**config.mk**
```make
export PLATFORM = sky130hd
export DESIGN_NAME = wdtu_watchdog
export DESIGN_NICKNAME = d
export VERILOG_FILES = /design/src/hdl/wdtu_pkg.sv /design/src/hdl/wdtu_tick_div.sv /design/src/hdl/wdtu_scaler.sv /design/src/hdl/wdtu_watchdog.sv
export SDC_FILE = /design/constraint.sdc
export NUM_CORES = 1
export LEC_CHECK = 0
export ABC_AREA = 0
export ABC_CLOCK_PERIOD_IN_PS = 10800
export BUFFER_PORTS_ARGS = -buffer_cell sky130_fd_sc_hd__buf_2
export CORE_MARGIN = 2
export CORE_UTILIZATION = 55
export DETAILED_ROUTE_END_ITERATION = 10
export PLACE_DENSITY_LB_ADDON = 0.12
export SYNTH_ARGS = -nofsm -noshare
export SYNTH_HDL_FRONTEND = slang
export SYNTH_SLANG_ARGS = --single-unit
```
**constraint.sdc**
```tcl
create_clock -name clk_in -period 10.8 [get_ports clk_in]
set_input_delay 0.54 -clock clk_in [delete_from_list [all_inputs] [get_ports clk_in]]
set_output_delay 0.54 -clock clk_in [all_outputs]
set_load 0.05 [all_outputs]
```
**src/hdl/wdtu_pkg.sv**
```systemverilog
// Shared constants for the watchdog timer unit: bus map, field positions,
// reset values and clock ratios.
// Assumes a 100 MHz system clock and a nominal 32 kHz watchdog time base.
package wdtu_pkg;

  // System clock and the low-power RC time base derived from it
  localparam int CLK_HZ       = 100_000_000;
  localparam int RC_OSC_HZ    = 32_000;
  localparam int RC_OSC_DIV   = CLK_HZ / RC_OSC_HZ;

  // Prescaler ratios and counter widths
  localparam int PRE_SHORT    = 32;
  localparam int PRE_LONG     = 128;
  localparam int PRE_SH_SHORT = 5;
  localparam int PRE_SH_LONG  = 7;
  localparam int PRE_W        = 7;
  localparam int POST_W       = 16;
  localparam int SEL_W        = 4;
  localparam int ELAPSED_W    = 24;

  // Register byte addresses
  localparam logic [7:0] OFS_RCTL     = 8'h00;
  localparam logic [7:0] OFS_CFG      = 8'h04;
  localparam logic [7:0] OFS_IRQ_STAT = 8'h08;
  localparam logic [7:0] OFS_IRQ_MASK = 8'h0c;
  localparam logic [7:0] OFS_STATUS   = 8'h10;

  // Reset control register fields
  localparam int RCTL_IDLE     = 2;
  localparam int RCTL_SLEEP    = 3;
  localparam int RCTL_TIMEOUT  = 4;
  localparam int RCTL_SOFT_EN  = 5;

  // Configuration word fields
  localparam int CFG_POST_LSB  = 0;
  localparam int CFG_PRESCALE  = 4;
  localparam int CFG_WIN_DIS   = 6;
  localparam int CFG_FORCED    = 7;
  localparam logic [7:0] CFG_RST = 8'h5f;

  // Interrupt status and mask fields
  localparam int IRQ_TIMEOUT   = 0;
  localparam int IRQ_WINDOW    = 1;
  localparam int IRQ_WAKE      = 2;
  localparam int IRQ_W         = 3;

  typedef enum logic [1:0] {
    WDTU_RUN,
    WDTU_SLEEP,
    WDTU_IDLE
  } wdtu_mode_e;

endpackage

```
**src/hdl/wdtu_tick_div.sv**
```systemverilog
// Clock-enable divider: one-cycle tick every DIV cycles while running.
// Assumes run_in and clear_in come from logic on the same clock.
module wdtu_tick_div #(
  parameter int DIV = wdtu_pkg::RC_OSC_DIV
) (
  input  wire logic clk_in,
  input  wire logic rst_b_in,
  input  wire logic run_in,
  input  wire logic clear_in,
  output logic      tick_out
);

  localparam int CW = $clog2(DIV);

  logic [CW-1:0] cnt;
  logic [CW-1:0] next_cnt;
  logic          next_tick;

  always_comb begin
    next_cnt  = cnt;
    next_tick = 1'b0;
    if (clear_in || !run_in) begin
      next_cnt = '0;
    end else if (cnt == CW'(DIV - 1)) begin
      next_cnt  = '0;
      next_tick = 1'b1;
    end else begin
      next_cnt = cnt + 1'b1;
    end
  end

  always_ff @(posedge clk_in or negedge rst_b_in) begin
    if (!rst_b_in) begin
      cnt      <= '0;
      tick_out <= 1'b0;
    end else begin
      cnt      <= next_cnt;
      tick_out <= next_tick;
    end
  end

endmodule

```
**src/hdl/wdtu_scaler.sv**
```systemverilog
// Prescaler and postscaler chain of the watchdog, plus window detection.
// Assumes tick_in is a one-cycle pulse at the watchdog time-base rate.
module wdtu_scaler (
  input  wire logic                       clk_in,
  input  wire logic                       rst_b_in,
  input  wire logic                       tick_in,
  input  wire logic                       clear_in,
  input  wire logic                       long_pre_in,
  input  wire logic [wdtu_pkg::SEL_W-1:0] post_sel_in,
  output logic                            timeout_out,
  output logic                            window_open_out,
  output logic [wdtu_pkg::ELAPSED_W-1:0]  elapsed_out
);

  logic [wdtu_pkg::PRE_W-1:0]  pre_cnt;
  logic [wdtu_pkg::PRE_W-1:0]  next_pre_cnt;
  logic [wdtu_pkg::POST_W-1:0] post_cnt;
  logic [wdtu_pkg::POST_W-1:0] next_post_cnt;
  logic                        next_timeout;
  logic [wdtu_pkg::PRE_W-1:0]  pre_last;
  logic [wdtu_pkg::POST_W-1:0] post_last;
  logic [4:0]                  total_sh;
  logic [wdtu_pkg::ELAPSED_W:0] total;

  // Prescaler: 1:128 when set, 1:32 when clear
  assign pre_last  = long_pre_in ? wdtu_pkg::PRE_W'(wdtu_pkg::PRE_LONG - 1)
                                 : wdtu_pkg::PRE_W'(wdtu_pkg::PRE_SHORT - 1);
  // Postscaler ratio is 2 to the power of the select, 1:1 .. 1:32768
  assign post_last = wdtu_pkg::POST_W'((32'h1 << post_sel_in) - 1);
  assign total_sh  = 5'(post_sel_in) + (long_pre_in ?
                     5'(wdtu_pkg::PRE_SH_LONG) : 5'(wdtu_pkg::PRE_SH_SHORT));
  assign total     = (wdtu_pkg::ELAPSED_W+1)'(1) << total_sh;

  always_comb begin
    next_pre_cnt  = pre_cnt;
    next_post_cnt = post_cnt;
    next_timeout  = 1'b0;
    if (clear_in) begin
      next_pre_cnt  = '0;
      next_post_cnt = '0;
    end else if (tick_in) begin
      if (pre_cnt >= pre_last) begin
        next_pre_cnt = '0;
        if (post_cnt >= post_last) begin
          next_post_cnt = '0;
          next_timeout  = 1'b1;
        end else begin
          next_post_cnt = post_cnt + 1'b1;
        end
      end else begin
        next_pre_cnt = pre_cnt + 1'b1;
      end
    end
  end

  always_ff @(posedge clk_in or negedge rst_b_in) begin
    if (!rst_b_in) begin
      pre_cnt     <= '0;
      post_cnt    <= '0;
      timeout_out <= 1'b0;
    end else begin
      pre_cnt     <= next_pre_cnt;
      post_cnt    <= next_post_cnt;
      timeout_out <= next_timeout;
    end
  end

  // Time-base ticks since the last clear
  assign elapsed_out = long_pre_in ?
    wdtu_pkg::ELAPSED_W'({post_cnt, pre_cnt}) :
    wdtu_pkg::ELAPSED_W'({post_cnt, pre_cnt[4:0]});

  // Last quarter of the period: elapsed >= total - total/4
  assign window_open_out = ((wdtu_pkg::ELAPSED_W+1)'(elapsed_out) << 2)
                           >= (total << 1) + total;

endmodule

```
**src/hdl/wdtu_watchdog.sv**
```systemverilog
// Watchdog timer unit: configuration and reset-control registers on a
// classic Wishbone slave, power-save tracking, window check, reset and
// wake generation, sticky interrupt status with mask.
// Assumes core strobes (clear, power save, clock switch, wake) are
// one-cycle pulses on clk_in; rst_b_in is the device reset.
//
// What this block does
// - Watchdog counts on the low-power RC base; enabling it starts that.
// - The time base is a nominal 32 kHz.
// - Prescaler divides by 32 or by 128 per the prescale select.
// - Prescaler alone gives 1 ms (divide 32) or 4 ms (divide 128).
// - A 4-bit postscaler select gives sixteen ratios, 1:1 to 1:32768.
// - Counters clear on reset, clock switch, sleep entry/exit and clear.
// - An enabled watchdog keeps counting in sleep and idle.
// - Timeout in sleep or idle wakes the core after its power-save step.
// - Forced enable keeps the watchdog on whatever the soft enable bit holds.
// - Without forced enable it runs only while soft enable is set.
// - Every device reset clears the soft enable bit.
// - In window mode an early clear instruction causes a watchdog reset.
// - Timeout flag stays set until software clears it.
// - Prescale select one means 1:128, zero means 1:32.
// - Window disable one means normal mode, zero means window mode.
//
// The Wishbone slave port and the address map are this design's own decisions.
module wdtu_watchdog (
  input  wire logic        clk_in,
  input  wire logic        rst_b_in,
  // Wishbone classic slave
  input  wire logic        wb_cyc_in,
  input  wire logic        wb_stb_in,
  input  wire logic        wb_we_in,
  input  wire logic [7:0]  wb_adr_in,
  input  wire logic [3:0]  wb_sel_in,
  input  wire logic [31:0] wb_dat_in,
  output logic [31:0]      wb_dat_out,
  output logic             wb_ack_out,
  // Core events
  input  wire logic        clear_instruction_in,
  input  wire logic        power_save_instruction_in,
  input  wire logic        power_save_sleep_in,
  input  wire logic        clock_switch_done_in,
  input  wire logic        other_wake_in,
  // Results
  output logic             low_power_rc_osc_en_out,
  output logic             watchdog_reset_out,
  output logic             wake_out,
  output logic             irq_out
);

  // Registers
  logic                         soft_enable;
  logic                         next_soft_enable;
  logic                         timeout_flag;
  logic                         next_timeout_flag;
  logic                         sleep_flag;
  logic                         next_sleep_flag;
  logic                         idle_flag;
  logic                         next_idle_flag;
  logic [7:0]                   cfg;
  logic [7:0]                   next_cfg;
  logic [wdtu_pkg::IRQ_W-1:0]   irq_stat;
  logic [wdtu_pkg::IRQ_W-1:0]   next_irq_stat;
  logic [wdtu_pkg::IRQ_W-1:0]   irq_mask;
  logic [wdtu_pkg::IRQ_W-1:0]   next_irq_mask;

  // Bus
  logic                         bus_req;
  logic                         bus_wr;
  logic [7:0]                   wbyte;
  logic [31:0]                  next_rdata;

  // Mode and events
  wdtu_pkg::wdtu_mode_e         mode;
  wdtu_pkg::wdtu_mode_e         next_mode;
  logic                         enable;
  logic                         window_mode;
  logic                         enter_lp;
  logic                         exit_lp;
  logic                         fire_reset;
  logic                         win_viol;
  logic                         clr_ok;
  logic                         do_wake;
  logic                         cnt_clear;
  logic                         next_osc_en;

  // Scaler signals
  logic                         rc_tick;
  logic                         tmo;
  logic                         window_open;
  logic [wdtu_pkg::ELAPSED_W-1:0] elapsed;

  assign bus_req = wb_cyc_in && wb_stb_in && !wb_ack_out;
  assign bus_wr  = bus_req && wb_we_in && wb_sel_in[0];
  assign wbyte   = wb_dat_in[7:0];

  // Forced enable overrides the soft enable bit
  assign enable      = cfg[wdtu_pkg::CFG_FORCED] || soft_enable;
  // Window mode while window disable is clear
  assign window_mode = !cfg[wdtu_pkg::CFG_WIN_DIS];

  // Mode tracking and reset / wake decisions
  always_comb begin
    next_mode  = mode;
    enter_lp   = 1'b0;
    exit_lp    = 1'b0;
    fire_reset = 1'b0;
    win_viol   = 1'b0;
    clr_ok     = 1'b0;
    do_wake    = 1'b0;
    unique case (mode)
      wdtu_pkg::WDTU_RUN: begin
        if (tmo) begin
          fire_reset = 1'b1;
        end else if (clear_instruction_in && enable && window_mode &&
                     !window_open) begin
          win_viol   = 1'b1;
          fire_reset = 1'b1;
        end else if (clear_instruction_in) begin
          clr_ok = 1'b1;
        end else if (power_save_instruction_in) begin
          enter_lp  = 1'b1;
          next_mode = power_save_sleep_in ? wdtu_pkg::WDTU_SLEEP
                                          : wdtu_pkg::WDTU_IDLE;
        end
      end
      wdtu_pkg::WDTU_SLEEP, wdtu_pkg::WDTU_IDLE: begin
        // Counting goes on here; a timeout only wakes
        if (tmo) begin
          do_wake   = 1'b1;
          exit_lp   = 1'b1;
          next_mode = wdtu_pkg::WDTU_RUN;
        end else if (other_wake_in) begin
          exit_lp   = 1'b1;
          next_mode = wdtu_pkg::WDTU_RUN;
        end
      end
      default: begin
        next_mode = wdtu_pkg::WDTU_RUN;
      end
    endcase
  end

  // Any of these restarts prescaler and postscaler
  assign cnt_clear = !enable || clock_switch_done_in || enter_lp ||
                     exit_lp || clr_ok || fire_reset;

  // Time base runs only while the watchdog is enabled
  wdtu_tick_div #(
    .DIV (wdtu_pkg::RC_OSC_DIV)
  ) u_rc_osc (
    .clk_in   (clk_in),
    .rst_b_in (rst_b_in),
    .run_in   (enable),
    .clear_in (cnt_clear),
    .tick_out (rc_tick)
  );

  wdtu_scaler u_scaler (
    .clk_in          (clk_in),
    .rst_b_in        (rst_b_in),
    .tick_in         (rc_tick),
    .clear_in        (cnt_clear),
    .long_pre_in     (cfg[wdtu_pkg::CFG_PRESCALE]),
    .post_sel_in     (cfg[wdtu_pkg::CFG_POST_LSB +: wdtu_pkg::SEL_W]),
    .timeout_out     (tmo),
    .window_open_out (window_open),
    .elapsed_out     (elapsed)
  );

  // Register updates; a hardware set wins over a same-cycle clear
  always_comb begin
    next_soft_enable  = soft_enable;
    next_timeout_flag = timeout_flag;
    next_sleep_flag   = sleep_flag;
    next_idle_flag    = idle_flag;
    next_cfg          = cfg;
    next_irq_stat     = irq_stat;
    next_irq_mask     = irq_mask;
    if (bus_wr) begin
      unique case (wb_adr_in)
        wdtu_pkg::OFS_RCTL: begin
          next_soft_enable = wbyte[wdtu_pkg::RCTL_SOFT_EN];
          if (wbyte[wdtu_pkg::RCTL_TIMEOUT]) begin
            next_timeout_flag = 1'b0;
          end
          if (wbyte[wdtu_pkg::RCTL_SLEEP]) begin
            next_sleep_flag = 1'b0;
          end
          if (wbyte[wdtu_pkg::RCTL_IDLE]) begin
            next_idle_flag = 1'b0;
          end
        end
        wdtu_pkg::OFS_CFG: begin
          next_cfg = wbyte;
        end
        wdtu_pkg::OFS_IRQ_STAT: begin
          next_irq_stat = irq_stat & ~wbyte[wdtu_pkg::IRQ_W-1:0];
        end
        wdtu_pkg::OFS_IRQ_MASK: begin
          next_irq_mask = wbyte[wdtu_pkg::IRQ_W-1:0];
        end
        default: begin
        end
      endcase
    end
    // A watchdog reset is a device reset for the soft enable
    if (fire_reset) begin
      next_soft_enable = 1'b0;
    end
    // Flag is sticky until software clears it
    if (tmo || win_viol) begin
      next_timeout_flag = 1'b1;
    end
    if (enter_lp && power_save_sleep_in) begin
      next_sleep_flag = 1'b1;
    end
    if (enter_lp && !power_save_sleep_in) begin
      next_idle_flag = 1'b1;
    end
    if (tmo) begin
      next_irq_stat[wdtu_pkg::IRQ_TIMEOUT] = 1'b1;
    end
    if (win_viol) begin
      next_irq_stat[wdtu_pkg::IRQ_WINDOW] = 1'b1;
    end
    if (do_wake) begin
      next_irq_stat[wdtu_pkg::IRQ_WAKE] = 1'b1;
    end
  end

  // Read data and acknowledge
  always_comb begin
    next_rdata = 32'h0;
    if (bus_req && !wb_we_in) begin
      unique case (wb_adr_in)
        wdtu_pkg::OFS_RCTL: begin
          next_rdata[wdtu_pkg::RCTL_SOFT_EN] = soft_enable;
          next_rdata[wdtu_pkg::RCTL_TIMEOUT] = timeout_flag;
          next_rdata[wdtu_pkg::RCTL_SLEEP]   = sleep_flag;
          next_rdata[wdtu_pkg::RCTL_IDLE]    = idle_flag;
        end
        wdtu_pkg::OFS_CFG: begin
          next_rdata[7:0] = cfg;
        end
        wdtu_pkg::OFS_IRQ_STAT: begin
          next_rdata[wdtu_pkg::IRQ_W-1:0] = irq_stat;
        end
        wdtu_pkg::OFS_IRQ_MASK: begin
          next_rdata[wdtu_pkg::IRQ_W-1:0] = irq_mask;
        end
        wdtu_pkg::OFS_STATUS: begin
          next_rdata[0]     = enable;
          next_rdata[2:1]   = mode;
          next_rdata[3]     = window_open;
          next_rdata[31:8]  = elapsed;
        end
        default: begin
        end
      endcase
    end
  end

  assign next_osc_en = enable;

  always_ff @(posedge clk_in or negedge rst_b_in) begin
    if (!rst_b_in) begin
      soft_enable  <= 1'b0;
      timeout_flag <= 1'b0;
      sleep_flag   <= 1'b0;
      idle_flag    <= 1'b0;
      cfg          <= wdtu_pkg::CFG_RST;
      irq_stat     <= '0;
      irq_mask     <= '0;
    end else begin
      soft_enable  <= next_soft_enable;
      timeout_flag <= next_timeout_flag;
      sleep_flag   <= next_sleep_flag;
      idle_flag    <= next_idle_flag;
      cfg          <= next_cfg;
      irq_stat     <= next_irq_stat;
      irq_mask     <= next_irq_mask;
    end
  end

  always_ff @(posedge clk_in or negedge rst_b_in) begin
    if (!rst_b_in) begin
      mode                    <= wdtu_pkg::WDTU_RUN;
      wb_ack_out              <= 1'b0;
      wb_dat_out              <= 32'h0;
      low_power_rc_osc_en_out <= 1'b0;
      watchdog_reset_out      <= 1'b0;
      wake_out                <= 1'b0;
      irq_out                 <= 1'b0;
    end else begin
      mode                    <= next_mode;
      wb_ack_out              <= bus_req;
      wb_dat_out              <= next_rdata;
      low_power_rc_osc_en_out <= next_osc_en;
      watchdog_reset_out      <= fire_reset;
      wake_out                <= do_wake;
      irq_out                 <= |(next_irq_stat & next_irq_mask);
    end
  end

endmodule

```
Word-level counts from Yosys, hierarchy flattened
Index checks and enable logic that the tools add are counted.

cells by class
  $add $sub $neg = 6
  multiply operators = 0
  divide/modulo/power cells = 0
  magnitude comparators = 3
  equality and inequality tests = 12
  shift-type cells = 2
  mux-type cells = 74
  bitwise logic cells = 3
  reduce and logical (&&, ||, !) cells = 48

operator list
  cell                                                                   number
  16-bit two-way mux                                                     4
  1-bit two-way mux                                                      43
  32-bit two-way mux                                                     1
  7-bit two-way mux                                                      4
  2-bit nonzero test                                                     13
  25-bit adder                                                           1
  25-bit >= comparator                                                   1
  1-bit by 5-bit left shift with 25-bit output, first input constant     1
  12-bit two-way mux                                                     2
  24-bit two-way mux                                                     1
  23-bit two-way mux                                                     1
  2-bit two-way mux                                                      9
  16-bit by 1-bit adder with 16-bit output, second input constant        1
  8-bit by 4-bit equality test with 1-bit output, second input constant  2
  16-bit >= comparator                                                   1
  1-bit by 4-bit left shift with 16-bit output, first input constant     1
  16-bit by 1-bit subtractor with 16-bit output, second input constant   1
  12-bit by 1-bit adder with 12-bit output, second input constant        1
  12-bit equality test, second input constant                            1
  3-bit two-way mux                                                      4
  1-bit logical AND                                                      10
  3-bit AND reduction                                                    3
  8-bit by 3-bit equality test with 1-bit output, second input constant  1
  8-bit by 5-bit equality test with 1-bit output, second input constant  1
  21 further kinds                                                       40

word-level totals
  register bits after elaboration = 94
  latch bits = 0
  RAM bits = 0
  ROM bits = 0
  output and inout port bits = 37
  word-level logic and storage cells = 167
  memories kept = 0

Logic depth before layout (Yosys ltp)
  depth in word-level cells = 16
  gate-level depth with buffers = 21
  depth with buffers taken out = 20

Hierarchy
A second synthesis with hierarchy kept.

unflattened totals
  cells, all modules = 688
  area total of the unflattened synthesis = 6525.0 µm²

by module, submodules not included
  module         times used  cells an instance  area each (µm²)  seq. area each (µm²)
  wdtu_scaler    1           440                3530.9           600.6
  wdtu_watchdog  1           183                2332.2           1433.9
  wdtu_tick_div  1           65                 661.9            325.3

Worst setup path after synthesis
OpenSTA, ideal clock, no wires.

  path type = flip-flop to flip-flop
  start point = register cfg[2]
  end point = register soft_enable
  arrival time = 4064 ps
  data required time = 10680 ps
  setup slack = 6617 ps
  stages on the path, launching flop included = 21
  clock period less this slack = 4183 ps
  cells stage by stage = dfstp_2 -> buf_2 -> buf_1 -> buf_1 -> nor3_1 -> ha_1 -> a211oi_1 -> nor2_1 -> o21a_1 -> nor2_1 -> nor2b_1 -> nor2_1 -> xor2_1 -> ha_1 -> and4_1 -> and2_1 -> a221oi_1 -> a21oi_1 -> nor3_1 -> nand2_1 -> and3_1

on the way
  cells in the longest elaborated chain, start to end = 11
  elaborated cells between the ends (all ways) = 13
  classes of those cells = 2 x add/sub; 1 x order compare; 1 x shift; 4 x mux; 5 x reduce/logical

RTL lines
  item                                            RTL line              text
  start, declared                                 wdtu_watchdog.sv:59   logic [7:0] cfg;
  start signal, assigned                          wdtu_watchdog.sv:271  cfg <= wdtu_pkg::CFG_RST;
  start signal, assigned                          wdtu_watchdog.sv:279  cfg <= next_cfg;
  4-bit by 5-bit adder with 5-bit output *        wdtu_scaler.sv:30     assign total_sh = 5'(post_sel_in) + (long_pre_in ?
  1-bit by 5-bit left shift with 25-bit output *  wdtu_scaler.sv:32     assign total = (wdtu_pkg::ELAPSED_W+1)'(1) << total_sh;
  25-bit adder *                                  wdtu_scaler.sv:75     >= (total << 1) + total;
  25-bit >= comparator *                          wdtu_scaler.sv:75
  1-bit zero test *                               wdtu_watchdog.sv:115  !window_open) begin
  1-bit logical AND *                             wdtu_watchdog.sv:114  end else if (clear_instruction_in && enable && window_mode &&
  1-bit two-way mux *                             wdtu_watchdog.sv:114
  1-bit two-way mux *                             wdtu_watchdog.sv:112  if (tmo) begin
  1-bit two-way mux *                             wdtu_watchdog.sv:110  unique case (mode)
  2-bit nonzero test (no source line)             n/a
  2-bit AND reduction (no source line)            n/a
  end signal, assigned                            wdtu_watchdog.sv:275  soft_enable <= next_soft_enable;
  end, declared                                   wdtu_watchdog.sv:51   logic soft_enable;

Every way passes the cells marked *; elsewhere a longest branch is shown, timed or not.
A chain may end at the register's enable or synchronous reset.

Worst setup path after layout
  start point = register cfg[4]
  end point = register soft_enable

on the way
  cells in the longest elaborated chain, start to end = 12
  elaborated cells between the ends (all ways) = 15
  classes of those cells = 2 x add/sub; 1 x order compare; 1 x shift; 6 x mux; 5 x reduce/logical

RTL lines
  item                                          RTL line
  2-bit two-way mux                             wdtu_scaler.sv:30
  4-bit by 5-bit adder with 5-bit output        wdtu_scaler.sv:30
  1-bit by 5-bit left shift with 25-bit output  wdtu_scaler.sv:32
  25-bit adder                                  wdtu_scaler.sv:75
  25-bit >= comparator *                        wdtu_scaler.sv:75
  1-bit zero test *                             wdtu_watchdog.sv:115
  1-bit logical AND *                           wdtu_watchdog.sv:114
  1-bit two-way mux *                           wdtu_watchdog.sv:114
  1-bit two-way mux *                           wdtu_watchdog.sv:112
  1-bit two-way mux *                           wdtu_watchdog.sv:110
  2-bit nonzero test (no source line)           n/a
  2-bit AND reduction (no source line)          n/a

Marks and branches as above.

==> run metrics <==
Max Slew Vio Count 0; hpwl dp 11.1 mm; first-pass GRT wire length 25.1 mm; clk slew on worst S/H paths 0.06 ns; Max Cap Viol 0; asr flop ratio synth 1.00; worst slew pin tran 0.925 ns; fillers 972; die area 0.0124 mm²; hold slack 0.177 ns; drt initial violations 349; vias 5,359; WP data arrival 5.61 ns; Initial Util 0.559; Root Driver clkbuf_16; largest net degree at the start of global routing 52; Synth area leader dfrtp_1; Post-CTS Setup Bufs 0; number of antenna diodes 0; syn avg cell area 8.97 µm²; Syn Inst Count 709; final setup vio count 0; CTS Buffer Depth 2; post-synth cell types 62; run status finished, final reports clean; setup slack, reg-to-reg 5.43 ns; max frequency 186 MHz; total gr overflow 0; CTS Hold Bufs 0; total CTS buffers 9; area growth from synthesis to layout 11.1%; pre-CTS WS 5.48 ns; nets 874; Hold Path Class input pin to async pin; routed vias/inst 5.95; skew final 0.00801 ns; clk_lat worst skew 0.35 ns; register area share after synthesis 0.367; CTS resizes 0; Pre-antenna DRT Iters 5; Ports 91; clock sink count 93; WS Path Type flop to flop; fin crit period 5.37 ns; Avg WL per Cell 16.7 µm; Final GP Congestion 0.916; area of the core 0.0114 mm²; worst ir drop on vdd 0.0963 mV; unrepaired setup endpoints after global routing false; most frequent cell after synthesis dfrtp_1; DRC violations left 0; crit start category flop; Die Ht 112 µm; FF-to-FF path depth 20; # H-tree levels 3; gr usage total 0.247; Syn Std Cell Area 0.00636 mm²; total negative slack 0 ns; Area contributors post-synth dfrtp_1, ha_1, mux2_2; CP max stage delay 0.83 ns; r2r endpoint soft_enable$_DFFE_PN0P_; vias in the first global route 5,223; Main synth FF type dfrtp_1; TritonCTS clock tree yes; die width 112 µm; input/output buffers 62; Final Hold Fails 0; critical path cell sequence ha_1 -> xor2_1 -> nand2b_1 -> nor3_1 -> ha_1 -> a211oi_1 -> nor2_1 -> o21a_1 -> nor2_1 -> nor2b_1 -> nor2_1 -> xor2_1 -> ha_1 -> and4_1 -> and2_1 -> a221oi_1 -> a21oi_1 -> nor3_1 -> nand2_1 -> and3_1; Syn. warnings 0; Pwr per Cell Area 107 mW/mm²; crit share post-route 0.497; row count 39; slew margin rel. 0.382; synth cell count leaders dfrtp_1, nand2_1, ha_1, nor2_1, a21oi_1; EDFF count, synth 0; WL final 15.1 mm; Synth Register Bits 93; share of the synthesized area in the top cell type 0.342; Worst path slowest cell dfstp_2; CP Capture Type flop; layout cells sized above 1 0.161; CP max FO 22; worst r2r src cfg[4]$_DFFE_PN1P_; antenna viol nets, final 0; initial antenna violation count 0; CP required 11.04 ns; post-route setup slack 5.43 ns; static leakage 3.38 nW
## power breakdown
group / internal, mW / switching (mW)
sequential: 0.354 / 0.00440
clock: 0.209 / 0.134
combinational: 0.0206 / 0.0364
total: 0.584 / 0.175
## registers in the layout, indices dropped and copies added, names as in the netlist, 2 cells and up
| signal | flops |
|---|---|
| mode | 2 |
| irq_mask | 3 |
| u_rc_osc.cnt | 12 |
| u_scaler.pre_cnt | 7 |
| cfg | 8 |
| wb_dat_out | 31 |
| irq_stat | 3 |
| u_scaler.post_cnt | 16 |
## worst max path at each step
stage | slack [ns] | end | start
after floorplan | 6.62 | soft_enable$_DFFE_PN0P_ | cfg[2]$_DFFE_PN1P_
after global placement | 5.56 | soft_enable$_DFFE_PN0P_ | cfg[4]$_DFFE_PN1P_
after detailed placement | 5.48 | soft_enable$_DFFE_PN0P_ | cfg[4]$_DFFE_PN1P_
after CTS | 5.47 | soft_enable$_DFFE_PN0P_ | cfg[4]$_DFFE_PN1P_
after global routing | 4.92 | irq_stat[1]$_DFF_PN0_ | cfg[4]$_DFFE_PN1P_
final | 5.43 | soft_enable$_DFFE_PN0P_ | cfg[4]$_DFFE_PN1P_
## layout make-up
class / instances / area [µm²] / share of cell area
multi-input cells: 560 / 3800 / 0.539
clock buffers: 12 / 246 / 0.0349
clock inverters: 3 / 68.8 / 0.00974
well taps: 143 / 179 / 0.0253
repair buffers: 65 / 335 / 0.0475
flip-flops and latches: 93 / 2330 / 0.331
inverters: 25 / 93.8 / 0.0133
## per-stage QoR
| step | util | area [µm²] | power (mW) | std cells |
|---|---|---|---|---|
| after floorplan | - | 6380 | 0.398 | 715 |
| final | 0.621 | 7060 | 0.759 | 901 |
| after global placement | 0.593 | 6750 | 0.420 | 886 |
| after global routing | 0.621 | 7060 | 0.784 | 901 |
| after detailed placement | 0.593 | 6750 | 0.422 | 886 |
| after CTS | 0.621 | 7060 | 0.763 | 901 |
## placed cells by master, fill, tap and decap left out, types with 12 or more instances in the layout
master   netlist  routed
a21oi_1       44      44
and3_1        36      36
buf_2          9      61
dfrtp_1       87      87
ha_1          66      66
inv_1         25      25
mux2_2        29      29
nand2_1       68      68
nand3_1       25      25
nand4_1       12      12
nor2_1        65      65
nor3_1        17      16
o21ai_0       28      28
xnor2_1       14      14
xor2_1        13      13
## worst max-delay path: cells and delay by family (launching register included)
family                     cells  cell delay [ns]
AOI/OAI and AO/OA              4             0.92
xor gates and xnor gates       2             0.38
adders and majority gates      3             1.05
DFF                            1             0.83
and+or+nand+nor               11             2.06
## metal layers
metal	vias up	routed length [µm]	GRT usage
met5	-	0	0
met4	0	330	0.0914
met3	25	748	0.0517
met2	144	7190	0.409
met1	2550	6790	0.322
li1	2640	-	-
## logic make-up (layout without fill, tap and decap cells)
group / count (synthesis) / after routing / share of synthesized area
flip-flops: 93 / 93 / 0.367
XOR/XNOR: 27 / 27 / 0.0372
adder cells (fa/ha/maj): 66 / 66 / 0.130
buffers and inverters: 62 / 105 / 0.0390
AO/OA/AOI/OAI: 138 / 138 / 0.138
multiplexers: 30 / 30 / 0.0537
AND/OR/NAND/NOR: 291 / 291 / 0.234
other: 2 / 8 / 0.00118
(Power assumes the default switching activity.)
